File: config.mk
export PLATFORM = sky130hd
export DESIGN_NAME = virtual_cpu_iface_ctrl
export DESIGN_NICKNAME = d
export VERILOG_FILES = /design/src/hdl/vcpu_iface_pkg.sv /design/src/hdl/bp_group_mask.sv /design/src/hdl/vmcr_field_reg.sv /design/src/hdl/virtual_cpu_iface_ctrl.sv
export SDC_FILE = /design/constraint.sdc
export NUM_CORES = 1
export LEC_CHECK = 0
export ABC_AREA = 0
export BUFFER_PORTS_ARGS = -buffer_cell sky130_fd_sc_hd__buf_2
export CORE_MARGIN = 1.5
export CORE_UTILIZATION = 48
export CTS_BUF_LIST = sky130_fd_sc_hd__clkbuf_8
export CTS_CLUSTER_DIAMETER = 50
export DETAILED_ROUTE_END_ITERATION = 6
export PLACE_DENSITY = 0.82
export SYNTH_ARGS = -nofsm -noshare
export SYNTH_HDL_FRONTEND = slang
export SYNTH_SLANG_ARGS = --single-unit
export TNS_END_PERCENT = 30
File: constraint.sdc
create_clock -name mclk -period 4.3 [get_ports mclk]
set_clock_uncertainty 0.05 [all_clocks]
set_input_delay 0.215 -clock mclk [delete_from_list [all_inputs] [get_ports mclk]]
set_output_delay 0.215 -clock mclk [all_outputs]
set_load 0.05 [all_outputs]
File: src/hdl/vcpu_iface_pkg.sv
// constants and types for the virtual cpu interface control block
package vcpu_iface_pkg;
  // system-register encoding fields (coproc, opc1, crn, crm, opc2)
  localparam logic [3:0] ENC_COPROC     = 4'hf;
  localparam logic [2:0] ENC_OPC1       = 3'h4;
  localparam logic [3:0] ENC_CRN        = 4'hc;
  localparam logic [3:0] ENC_CRM        = 4'hb;
  localparam logic [2:0] ENC_OPC2_VMCR  = 3'h7;
  localparam logic [2:0] ENC_OPC2_VTR   = 3'h1;
  // virtual_machine_control field positions
  localparam int PMASK_HI = 31;
  localparam int PMASK_LO = 24;
  localparam int BP0_HI   = 23;
  localparam int BP0_LO   = 21;
  localparam int BP1_HI   = 20;
  localparam int BP1_LO   = 18;
  localparam int EOIM_BIT = 9;
  localparam int CBPR_BIT = 4;
  localparam int FIQ_BIT  = 3;
  localparam int ACK_BIT  = 2;
  localparam int ENG1_BIT = 1;
  localparam int ENG0_BIT = 0;
  // virtual_interface_type field positions
  localparam int PRI_HI   = 31;
  localparam int PRI_LO   = 29;
  localparam int PRE_HI   = 28;
  localparam int PRE_LO   = 26;
  localparam int IDW_HI   = 25;
  localparam int IDW_LO   = 23;
  localparam int SYS_ERROR_IRQ_SUPPORT_BIT = 22;
  localparam int A3V_BIT  = 21;
  localparam int NV4_BIT  = 20;
  localparam int TDS_BIT  = 19;
  localparam int LRC_HI   = 4;
  localparam int LRC_LO   = 0;
  // implementation figures (reported minus one where the field says so)
  localparam logic [2:0] PRI_BITS_M1   = 3'h4;
  localparam logic [2:0] PRE_BITS_M1   = 3'h4;
  localparam logic [2:0] IDW_16        = 3'h0;
  localparam logic [2:0] IDW_24        = 3'h1;
  localparam logic [4:0] LIST_CNT_M1   = 5'h03;
  localparam logic [2:0] BP_SAT        = 3'h7;
  localparam logic [9:0] ID_SPURIOUS_G1 = 10'h3fe;
  localparam logic [7:0] PRIO_RESET    = 8'h00;
  localparam logic [2:0] BP_RESET      = 3'h0;
  localparam logic [31:0] WORD_ZERO    = 32'h0000_0000;
  // mask of writable control bits
  localparam logic [31:0] VMCR_WMASK   = 32'hfffc_021f;
  typedef enum logic [1:0] {ACC_NONE, ACC_VMCR, ACC_VTR} acc_sel_t;
endpackage

File: src/hdl/bp_group_mask.sv
// binary point to group-priority mask for an eight-bit priority
`timescale 1ns/1ps
module bp_group_mask
  import vcpu_iface_pkg::*;
(
  input  wire logic [2:0] bp,
  input  wire logic [7:0] prio,
  output logic      [7:0] group_prio
);
  // bits below bp+1 are subpriority and are cleared
  always_comb begin
    group_prio = prio & (8'hff << ({1'b0, bp} + 4'h1));
  end
endmodule

File: src/hdl/vmcr_field_reg.sv
// one field of the control register with reset and write enable
`timescale 1ns/1ps
module vmcr_field_reg #(
  parameter int          W   = 1,
  parameter logic [W-1:0] RST = '0
) (
  input  wire logic         mclk,
  input  wire logic         rstn,
  input  wire logic         we,
  input  wire logic [W-1:0] wdata,
  output logic      [W-1:0] q
);
  logic [W-1:0] q_d;
  always_comb begin
    q_d = we ? wdata : q;
  end
  always_ff @(posedge mclk) begin
    if (!rstn) begin
      q <= RST;
    end else begin
      q <= q_d;
    end
  end
endmodule

File: src/hdl/virtual_cpu_iface_ctrl.sv
// virtual cpu interface control/type registers and signalling logic
// Contract
// - signal only priority higher than mask
// - group 0 binary point sets preemption
// - common bit clear: group 1 point used
// - split off: eoi drops and deactivates
// - split on: deactivate only via register
// - common set: group1 point reads g0+1
// - common clear: group1 point independent
// - fiq route picks irq or fiq
// - sysreg forced: fiq route reads one
// - ack control selects 1022 or id
// - sysreg forced: ack control reads zero
// - bits 1,0 enable groups 1,0
// - no hyp level: control reads zero
// - type reports priority bits minus one
// - type reports preemption bits minus one
// - identifier width encoding 16/24 bits
// - bit 22 system error support
// - bit 21 top affinity valid
// - bit 20 no direct injection, one
// - no hyp level: type zero except 20
// - bit 19 deactivate trap support
// - bits 4:0 list count minus one
// - group 1 always irq, gated enable
`timescale 1ns/1ps
module virtual_cpu_iface_ctrl
  import vcpu_iface_pkg::*;
#(
  parameter bit HYP_PRESENT    = 1'b1,
  parameter bit SRE_FORCED     = 1'b0,
  parameter bit ID24           = 1'b0,
  parameter bit SEI_SUPPORT    = 1'b0,
  parameter bit AFF3_SUPPORT   = 1'b0,
  parameter bit TDIR_SUPPORT   = 1'b0
) (
  input  wire logic        mclk,
  input  wire logic        rstn,
  // system-register access port
  input  wire logic        sysreg_valid,
  input  wire logic        sysreg_write,
  input  wire logic        sysreg_el3,
  input  wire logic [3:0]  sysreg_coproc,
  input  wire logic [2:0]  sysreg_opc1,
  input  wire logic [3:0]  sysreg_crn,
  input  wire logic [3:0]  sysreg_crm,
  input  wire logic [2:0]  sysreg_opc2,
  input  wire logic [31:0] sysreg_wdata,
  output logic      [31:0] sysreg_rdata,
  output logic             sysreg_ack,
  // virtual interface accesses from the guest side
  input  wire logic        bp1_wr,
  input  wire logic [2:0]  bp1_wdata,
  output logic      [2:0]  bp1_rdata,
  output logic      [2:0]  bp0_rdata,
  input  wire logic        eoi_wr,
  input  wire logic        dir_wr,
  output logic             prio_drop,
  output logic             deactivate,
  // highest pending interrupt from the list logic
  input  wire logic        hp_valid,
  input  wire logic        hp_group1,
  input  wire logic [7:0]  hp_prio,
  input  wire logic [9:0]  hp_id,
  input  wire logic [7:0]  running_prio,
  output logic      [9:0]  ack_id,
  output logic             virq,
  output logic             vfiq
);
  logic [7:0]  pmask_q;
  logic [2:0]  bp0_q;
  logic [2:0]  bp1_q;
  logic        eoim_q;
  logic        cbpr_q;
  logic        fiq_raw_q;
  logic        ack_raw_q;
  logic        eng1_q;
  logic        eng0_q;
  logic        fiq_en;
  logic        ack_en;
  logic        vmcr_we;
  logic        bp1_we;
  logic [2:0]  bp1_wval;
  logic [2:0]  bp1_eff;
  logic [3:0]  bp0_inc;
  logic [31:0] vmcr_word;
  logic [31:0] vtr_word;
  logic [31:0] rdata_d;
  logic        ack_d;
  logic [9:0]  ack_id_d;
  logic        virq_d;
  logic        vfiq_d;
  logic        drop_d;
  logic        deact_d;
  logic [7:0]  hp_group;
  logic [7:0]  run_group;
  logic        preempt;
  acc_sel_t    sel;

  // decode the coprocessor encoding of the two registers
  always_comb begin
    sel = ACC_NONE;
    if (sysreg_valid && sysreg_coproc == ENC_COPROC && sysreg_opc1 == ENC_OPC1 &&
        sysreg_crn == ENC_CRN && sysreg_crm == ENC_CRM) begin
      if (sysreg_opc2 == ENC_OPC2_VMCR) begin
        sel = ACC_VMCR;
      end else if (sysreg_opc2 == ENC_OPC2_VTR) begin
        sel = ACC_VTR;
      end
    end
  end

  // without the hyp level the register is write-ignored as well as zero
  assign vmcr_we = (sel == ACC_VMCR) && sysreg_write && HYP_PRESENT;

  // guest writes to the group 1 point are dropped while common mode holds
  assign bp1_we   = vmcr_we || (bp1_wr && !cbpr_q);
  assign bp1_wval = vmcr_we ? sysreg_wdata[BP1_HI:BP1_LO] : bp1_wdata;

  // live state fields; reserved bits have no storage at all
  vmcr_field_reg #(.W(8), .RST(PRIO_RESET)) u_pmask (
    .mclk(mclk), .rstn(rstn), .we(vmcr_we), .wdata(sysreg_wdata[PMASK_HI:PMASK_LO]), .q(pmask_q));
  vmcr_field_reg #(.W(3), .RST(BP_RESET)) u_bp0 (
    .mclk(mclk), .rstn(rstn), .we(vmcr_we), .wdata(sysreg_wdata[BP0_HI:BP0_LO]), .q(bp0_q));
  vmcr_field_reg #(.W(3), .RST(BP_RESET)) u_bp1 (
    .mclk(mclk), .rstn(rstn), .we(bp1_we), .wdata(bp1_wval), .q(bp1_q));
  vmcr_field_reg #(.W(6)) u_bits (
    .mclk(mclk), .rstn(rstn), .we(vmcr_we),
    .wdata({sysreg_wdata[EOIM_BIT], sysreg_wdata[CBPR_BIT], sysreg_wdata[FIQ_BIT],
            sysreg_wdata[ACK_BIT], sysreg_wdata[ENG1_BIT], sysreg_wdata[ENG0_BIT]}),
    .q({eoim_q, cbpr_q, fiq_raw_q, ack_raw_q, eng1_q, eng0_q}));

  // hardwired bits when system register access is always on
  assign fiq_en = SRE_FORCED ? 1'b1 : fiq_raw_q;
  assign ack_en = SRE_FORCED ? 1'b0 : ack_raw_q;

  // group 1 point: g0+1 saturating in common mode, else its own field
  assign bp0_inc = {1'b0, bp0_q} + 4'h1;
  always_comb begin
    if (cbpr_q) begin
      bp1_eff = (bp0_q == BP_SAT) ? BP_SAT : bp0_inc[2:0];
    end else begin
      bp1_eff = bp1_q;
    end
  end
  assign bp0_rdata = bp0_q;
  assign bp1_rdata = bp1_eff;

  // assemble the control word; unlisted bits stay zero
  always_comb begin
    vmcr_word = WORD_ZERO;
    vmcr_word[PMASK_HI:PMASK_LO] = pmask_q;
    vmcr_word[BP0_HI:BP0_LO]     = bp0_q;
    vmcr_word[BP1_HI:BP1_LO]     = bp1_q;
    vmcr_word[EOIM_BIT]          = eoim_q;
    vmcr_word[CBPR_BIT]          = cbpr_q;
    vmcr_word[FIQ_BIT]           = fiq_en;
    vmcr_word[ACK_BIT]           = ack_en;
    vmcr_word[ENG1_BIT]          = eng1_q;
    vmcr_word[ENG0_BIT]          = eng0_q;
    if (!HYP_PRESENT) begin
      vmcr_word = WORD_ZERO;
    end
  end

  // assemble the read-only type word
  always_comb begin
    vtr_word = WORD_ZERO;
    vtr_word[PRI_HI:PRI_LO] = PRI_BITS_M1;
    vtr_word[PRE_HI:PRE_LO] = PRE_BITS_M1;
    vtr_word[IDW_HI:IDW_LO] = ID24 ? IDW_24 : IDW_16;
    vtr_word[SYS_ERROR_IRQ_SUPPORT_BIT]      = SEI_SUPPORT;
    vtr_word[A3V_BIT]       = AFF3_SUPPORT;
    vtr_word[NV4_BIT]       = 1'b1;
    vtr_word[TDS_BIT]       = TDIR_SUPPORT;
    vtr_word[LRC_HI:LRC_LO] = LIST_CNT_M1;
    if (!HYP_PRESENT) begin
      vtr_word = WORD_ZERO;
      vtr_word[NV4_BIT] = 1'b1;
    end
  end

  // read data and completion, one cycle after the request
  always_comb begin
    ack_d   = sel != ACC_NONE;
    rdata_d = WORD_ZERO;
    case (sel)
      ACC_VMCR: rdata_d = sysreg_write ? WORD_ZERO : vmcr_word;
      ACC_VTR:  rdata_d = sysreg_write ? WORD_ZERO : vtr_word;
      ACC_NONE: rdata_d = WORD_ZERO;
      default:  rdata_d = WORD_ZERO;
    endcase
  end

  // group priority compares for preemption
  bp_group_mask u_hp_grp (
    .bp((hp_group1 ? bp1_eff : bp0_q)),
    .prio(hp_prio),
    .group_prio(hp_group));
  bp_group_mask u_run_grp (
    .bp((hp_group1 ? bp1_eff : bp0_q)),
    .prio(running_prio),
    .group_prio(run_group));
  assign preempt = hp_group < run_group;

  // signalling: lower value means higher priority
  always_comb begin
    virq_d = 1'b0;
    vfiq_d = 1'b0;
    if (hp_valid && (hp_prio < pmask_q) && preempt) begin
      if (hp_group1) begin
        virq_d = eng1_q;
      end else if (eng0_q) begin
        vfiq_d = fiq_en;
        virq_d = !fiq_en;
      end
    end
  end

  // acknowledge id: group 1 hidden as 1022 unless ack control is set
  always_comb begin
    ack_id_d = hp_id;
    if (hp_group1 && !ack_en) begin
      ack_id_d = ID_SPURIOUS_G1;
    end
  end

  // eoi and deactivate split; dir with split off is unpredictable, ignored here
  always_comb begin
    drop_d  = eoi_wr;
    deact_d = eoim_q ? dir_wr : eoi_wr;
  end

  always_ff @(posedge mclk) begin
    if (!rstn) begin
      sysreg_rdata <= WORD_ZERO;
      sysreg_ack   <= 1'b0;
      ack_id       <= '0;
      virq         <= 1'b0;
      vfiq         <= 1'b0;
      prio_drop    <= 1'b0;
      deactivate   <= 1'b0;
    end else begin
      sysreg_rdata <= rdata_d;
      sysreg_ack   <= ack_d;
      ack_id       <= ack_id_d;
      virq         <= virq_d;
      vfiq         <= vfiq_d;
      prio_drop    <= drop_d;
      deactivate   <= deact_d;
    end
  end
endmodule

### After elaboration in Yosys (flattened, before gate mapping)

Index checks and enable logic that the tools add are counted.

| word-level totals | value |
|---|---|
| output and inout port bits | 53 |
| memories | 0 |
| bits in latches | 0 |
| ROM bits | 0 |
| input bits | 89 |
| word-level logic and storage cells | 62 |
| RAM bits | 0 |
| register bits after elaboration | 67 |

| cells by class | value |
|---|---|
| shift operators | 1 |
| reduce and logical (&&, ||, !) cells | 17 |
| $lt $le $gt $ge | 2 |
| add/subtract/negate cells | 2 |
| bitwise operators | 5 |
| eq/ne operators | 9 |
| divide/modulo/power cells | 0 |
| mux-type cells | 14 |
| multipliers | 0 |

Operators by type and width:

| operator | count |
|---|---|
| 2-to-1 mux 32 bit | 2 |
| one-hot mux 32 bit (2 select lines) | 1 |
| AND 8 bit | 2 |
| < comparator 8 bit | 2 |
| == test 4 bit, second input constant | 3 |
| 2-to-1 mux 3 bit | 4 |
| 2-to-1 mux 10 bit | 1 |
| == test 3 bit, second input constant | 3 |
| logical AND 1 bit | 9 |
| left shift 8 x 4 -> 8 bit, first input constant | 1 |
| 2-to-1 mux 2 bit | 3 |
| adder 3 x 1 -> 4 bit, second input constant | 1 |
| OR reduction 4 bit | 1 |
| adder 3 x 1 -> 3 bit, second input constant | 1 |
| == test 3 x 1 -> 1 bit, second input constant | 1 |
| logical NOT 1 bit | 3 |
| 2-to-1 mux 1 bit | 3 |
| NOT 1 bit | 3 |
| == test 2 x 1 -> 1 bit, second input constant | 1 |
| == test 2 bit, second input constant | 1 |
| AND reduction 2 bit | 1 |
| nonzero test 2 bit | 1 |
| OR reduction 2 bit | 1 |
| logical OR 1 bit | 1 |

### Logic depth before layout (Yosys ltp)

| logic depth | value |
|---|---|
| word-level depth | 11 |
| mapped depth | 14 |

### Modules after synthesis

From an unflattened synthesis, not the netlist that was laid out.

| unflattened totals | value |
|---|---|
| cells, all modules | 297 |
| area, all modules | 2,805.2 sq um |

By module, submodules not included:

| module | times used | area each (sq um) | cells an instance |
|---|---|---|---|
| virtual_cpu_iface_ctrl | 1 | 1,759.2 | 195 |
| vmcr_field_reg at u_pmask | 1 | 301.5 | 25 |
| bp_group_mask | 2 | 148.9 | 20 |
| vmcr_field_reg at u_bits | 1 | 229.0 | 19 |
| vmcr_field_reg at u_bp0 ... | 2 | 108.9 | 9 |

### Least setup slack after synthesis

OpenSTA, ideal clock, no wires.

| path | value |
|---|---|
| path kind | register -> register |
| start point | register u_bp0.q[1] |
| end point | register vfiq |
| data arrival time | 3.680 ns |
| clock period less this slack | 3.834 ns |
| buffers on the path | 0 |
| setup slack | 0.466 ns |
| stages on the path, launching flop included | 15 |
| cell sequence | dfxtp_1 -> ha_1 -> nand2_1 -> a31oi_2 -> mux2i_2 -> inv_1 -> ha_1 -> o211a_1 -> o21ai_0 -> ha_1 -> a21oi_1 -> o21ai_1 -> a211oi_2 -> o31ai_1 -> a2111oi_2 |

| on the way | value |
|---|---|
| longest elaborated chain between the ends | 11 |
| elaborated cells on any way between the ends | 13 |
| those cells by class | 2 x add/sub; 1 x order compare; 1 x eq/ne; 1 x shift; 3 x mux; 3 x bitwise; 2 x reduce/logical |

Ends and longest elaborated chain:

| item | line | text |
|---|---|---|
| from (decl) | vmcr_field_reg.sv:11 | `output logic [W-1:0] q` |
| from (signal assigned) | vmcr_field_reg.sv:21 | `q <= q_d;` |
| == test 3 bit (*) | virtual_cpu_iface_ctrl.sv:141 | `bp1_eff = (bp0_q == BP_SAT) ? BP_SAT : bp0_inc[2:0];` |
| 2-to-1 mux 3 bit (*) | virtual_cpu_iface_ctrl.sv:141 |  |
| 2-to-1 mux 3 bit (*) | virtual_cpu_iface_ctrl.sv:140 | `if (cbpr_q) begin` |
| net bp1_rdata[0] | virtual_cpu_iface_ctrl.sv:54 | `output logic [2:0] bp1_rdata,` |
| 2-to-1 mux 3 bit (*) | virtual_cpu_iface_ctrl.sv:197, virtual_cpu_iface_ctrl.sv:201 |  |
| adder 3 x 1 -> 4 bit (*) | bp_group_mask.sv:12 | `group_prio = prio & (8'hff << ({1'b0, bp} + 4'h1));` |
| left shift 8 x 4 -> 8 bit (*) | bp_group_mask.sv:12 |  |
| AND 8 bit | bp_group_mask.sv:12 |  |
| < comparator 8 bit (*) | virtual_cpu_iface_ctrl.sv:204 | `assign preempt = hp_group < run_group;` |
| logical AND 1 bit (*) | virtual_cpu_iface_ctrl.sv:210 | `if (hp_valid && (hp_prio < pmask_q) && preempt) begin` |
| NOT 1 bit (no source line) (*) | - |  |
| OR reduction 4 bit (no source line) (*) | - |  |
| to (signal assigned) | virtual_cpu_iface_ctrl.sv:248 | `vfiq <= vfiq_d;` |
| to (decl) | virtual_cpu_iface_ctrl.sv:68 | `output logic vfiq` |

The timed path passes the listed nets; every way through them passes the cells marked *.
A chain may end at the register's enable or synchronous reset.

### Worst setup path in the final report

| path | value |
|---|---|
| start point | register u_bp0.q[1] |
| end point | register vfiq |

| on the way | value |
|---|---|
| longest elaborated chain between the ends | 11 |
| elaborated cells on any way between the ends | 13 |
| those cells by class | 2 x add/sub; 1 x order compare; 1 x eq/ne; 1 x shift; 3 x mux; 3 x bitwise; 2 x reduce/logical |

Ends and longest elaborated chain:

| item | line |
|---|---|
| adder 3 x 1 -> 3 bit or == test 3 bit (tied branches) | virtual_cpu_iface_ctrl.sv:138, virtual_cpu_iface_ctrl.sv:141 |
| 2-to-1 mux 3 bit | virtual_cpu_iface_ctrl.sv:141 |
| 2-to-1 mux 3 bit | virtual_cpu_iface_ctrl.sv:140 |
| 2-to-1 mux 3 bit (*) | virtual_cpu_iface_ctrl.sv:197, virtual_cpu_iface_ctrl.sv:201 |
| adder 3 x 1 -> 4 bit (*) | bp_group_mask.sv:12 |
| left shift 8 x 4 -> 8 bit (*) | bp_group_mask.sv:12 |
| AND 8 bit | bp_group_mask.sv:12 |
| < comparator 8 bit (*) | virtual_cpu_iface_ctrl.sv:204 |
| logical AND 1 bit (*) | virtual_cpu_iface_ctrl.sv:210 |
| NOT 1 bit (no source line) (*) | - |
| OR reduction 4 bit (no source line) (*) | - |

Mark *: on every way between the ends. The rest lies on a longest branch, timed or not.

==> Implementation_results.wiki <==
{| class="wikitable"
! Metric !! Value
|-
| Result of the run || completed
|-
| Share of cells above drive strength 1 || 0.457
|-
| Sequential cell fraction of total power || 0.529
|-
| Met2 track utilization from global routing || 0.327
|-
| Worst setup slack after layout || 0.875 ns
|-
| Clk pin slew, worst setup/hold paths || 0.10 ns
|-
| Floorplan die area || approximately 0.0065 sq mm
|-
| Total instance count after detailed placement || 462
|-
| Clock tree from TritonCTS || done
|-
| Number of buffers created by CTS || 5
|-
| Data arrival time of the critical path || around 3.6 ns
|-
| Detailed placement HPWL || 5.01 mm
|-
| Mapped Avg Cell Area || 9.94 sq um
|-
| Final estimated routing congestion in global placement || just under 0.9
|-
| # diodes || 0
|-
| Worst path cell trace || ha_1, a21oi_2, a21oi_2, mux2i_4, inv_1, ha_1, xnor2_1, o211a_1, ha_1, nand4_1, o21ai_1, a211oi_2, o31ai_1, a2111oi_2
|-
| Critical path capture point type || flop
|-
| Iteration-0 DRC count of the detailed router || approximately 80
|-
| Data required time at the worst endpoint || 4.45 ns
|-
| Fraction of registers with async set/reset || 0
|-
| Layout area overhead || 20.5%
|-
| Chip width || 80.4 microns
|-
| Most Crowded Layer GR || met2
|-
| Starting utilization of the core area || 0.509
|-
| Seq/Total Area, Yosys || 0.383
|-
| Count of instances resized after the clock tree is built || 0
|-
| FF+latch count, synth || 55
|-
| Clock net sink count || 55
|-
| Tcrit/Tclk final || 0.796
|-
| Global-route total usage across every layer || 0.193
|-
| Pre-CTS worst setup slack || about 0.92 ns
|-
| Post-DRT Antenna Nets || 0
|-
| Gr ovfl total || 0
|-
| Total internal power || 709 uW
|-
| Number of I/O pins || 142
|-
| Min Clock Period, post-route || 3.42 ns
|-
| Buffers inserted by post-CTS timing repair || 0
|-
| Met1 usage in global routing || 0.251
|-
| Number of antenna violations at the first check in global routing || 0
|-
| First-pass GRT wire length || 9.79 mm
|-
| CTS Hold Bufs || 0
|-
| Placeable core region || 0.00564 sq mm
|-
| Final Instance Count excl. Fillers || 470
|-
| Top area cells in the synthesized netlist || dfxtp_1 (38%), ha_1 (7.4%), nand3_2 (7.0%), o21ai_2 (6.1%), nand2_1 (4.7%)
|-
| Final count of negative-setup-slack endpoints || 0
|-
| Number of core rows || 27
|-
| Hold Vio Cnt, Final || 0
|-
| Leakage || 1.57 nW
|-
| Fraction of power spent switching nets || 0.279
|-
| Length of the first detailed-routing pass in iterations || 4
|-
| Worst stage delay on the critical path || around 0.44 ns
|-
| Crit-path most repeated cell || ha_1
|-
| Die Y-Extent || 80.4 microns
|-
| Peak ir drop on the vdd network || 0.000130 V
|-
| Routed length per instance || 13.2 microns
|-
| Cell type contributing the most total cell area after synthesis || dfxtp_1
|-
| Switching power || 275 uW
|-
| CP max FO || 8
|-
| Combinational share of power || 0.179
|-
| Synth warnings || 0
|-
| Synthesized instance count || 289
|-
| Final setup TNS || 0 ns
|-
| Max-slew headroom || 0.509
|-
| Number of global-route vias before repair || around 2200
|-
| Pin slew with the least headroom to its limit || 0.735 ns
|-
| CTS max path bufs || 2
|-
| Clock Tree Root || clkbuf_8
|-
| Hold crit path type || input pin to flop
|-
| Number of levels in the clock H-tree || 2
|-
| Post-route total power || 984 uW
|-
| Netlist Area Pre-Place || between 0.002 and 0.003 sq mm
|-
| Clock Power Share || 0.292
|-
| EDFF count, synth || 0
|-
| Largest net degree at the start of global routing || 41
|-
| Slowest stage cell, crit path || dfxtp_1
|-
| Clock latency on the worst-skew pair || 0.30 ns
|-
| Overall via count from detail_route || 2379
|-
| Areal power density over the cells || 284 mW/mm^2
|-
| Final core area utilization || 0.613
|-
| Commonest cells in the synthesized netlist || dfxtp_1 (55), nand2_1 (36), nand3_2 (20), o21ai_2 (20), ha_1 (17)
|-
| Met3 usage in global routing || 0.0273
|-
| Number of max-slew violations in the final report || 0
|-
| Number of max-capacitance violations reported || 0
|-
| Port bufs || roughly 120
|-
| Top flip-flop cell by instance count after synthesis || dfxtp_1
|-
| Post-detailed-route DRC marker count || 0
|-
| Max Clk Rate || 292 MHz
|-
| CP startpoint kind || flop
|-
| Net count reported at finish || a little over 500
|-
| Synth unique cells || between 50 and 60
|-
| Most frequent cell after synthesis || dfxtp_1
|-
| RSZ-0062 raised after global routing || no
|-
| Ratio of routed vias to standard cells || ~5
|-
| Crit Path Class || flop to flop
|-
| Final wirelength || 6.22 mm
|-
| Area share of the largest cell type after synthesis || 0.383
|}
power by group through the flow:
stage / clock network, mW / registers, mW / logic (mW)
finish: 0.287 / 0.521 / 0.176
global route: 0.310 / 0.522 / 0.191
CTS: 0.295 / 0.521 / 0.176
detailed placement: 0 / 0.533 / 0.176
global placement: 0 / 0.532 / 0.171
floorplan: 0 / 0.557 / 0.104
worst max-delay path, delay by kind of cell, from the launching register on:
family          cells  cell delay, ns
compound gates      7            1.22
xor+xnor            1            0.19
fa+ha+maj           3            0.90
buf+inv             1            0.12
flops               1            0.44
mux                 1            0.28
simple gates        1            0.13
per-stage QoR:
stage          hold WS [ns]  area (sq um)
5_1_grt              0.0570          3460
3_5_place_dp          0.377          3370
4_1_cts              0.0576          3460
2_1_floorplan         0.286          2910
6_report             0.0665          3460
3_3_place_gp          0.373          3370
state kept, by name (all words and copies together) (netlist names):
name and count:
u_bp0.q 3, sysreg_rdata 20, vfiq 1, sysreg_ack 1
u_bp1.q 3, virq 1, ack_id 10, u_pmask.q 8
deactivate 1, u_bits.q 6, prio_drop 1
metal layers:
| layer | vias to the layer above | wire (microns) |
|---|---|---|
| li1 | 1205 | - |
| met1 | 1087 | 2750 |
| met2 | 81 | 3100 |
| met3 | 6 | 308 |
| met4 | 0 | 67 |
| met5 | - | 0 |
layout by cell type (no fill, tap or decap), drive strengths merged, types with 5 or more instances in the layout:
cell type  Yosys  routed
buf           23     117
dfxtp         55      55
nand2         36      36
nand3         24      24
o21ai         23      23
ha            17      17
a21oi         16      16
and2          15      15
inv           11      12
conb           1      12
o21a          11      11
clkbuf         4       6
nor2           6       6
nor3           5       5
kinds of logic after synthesis:
family	share of synthesized area
AO/OA/AOI/OAI	0.180
XOR/XNOR	0.00305
adder cells (fa/ha/maj)	0.0740
buffers and inverters	0.0932
flip-flops	0.383
multiplexers	0.0279
other	0.00131
AND/OR/NAND/NOR	0.237
path summary, 6_finish.rpt:
| path | from | cells after the start | slack, ns | end |
|---|---|---|---|---|
| worst min register to register | u_pmask.q[6] | 2 | 0.42 | u_pmask.q[6] |
| worst max register to register | u_bp0.q[1] | 14 | 0.88 | vfiq |
| worst max-delay path | u_bp0.q[1] | 14 | 0.88 | vfiq |
| worst min-delay path | hp_id[6] | 2 | 0.07 | ack_id[6] |
area by class of cell:
type | instances | area [sq um]
Clock buffer | 6 | 82.6
Clock inverter | 2 | 12.5
Fill cell | 514 | 2180
Inverter | 11 | 41.3
Multi-Input combinational cell | 207 | 1550
Sequential cell | 55 | 1100
Tap cell | 72 | 90.1
Timing Repair Buffer | 117 | 588
No activity file was read; power rests on OpenSTA's default activity.
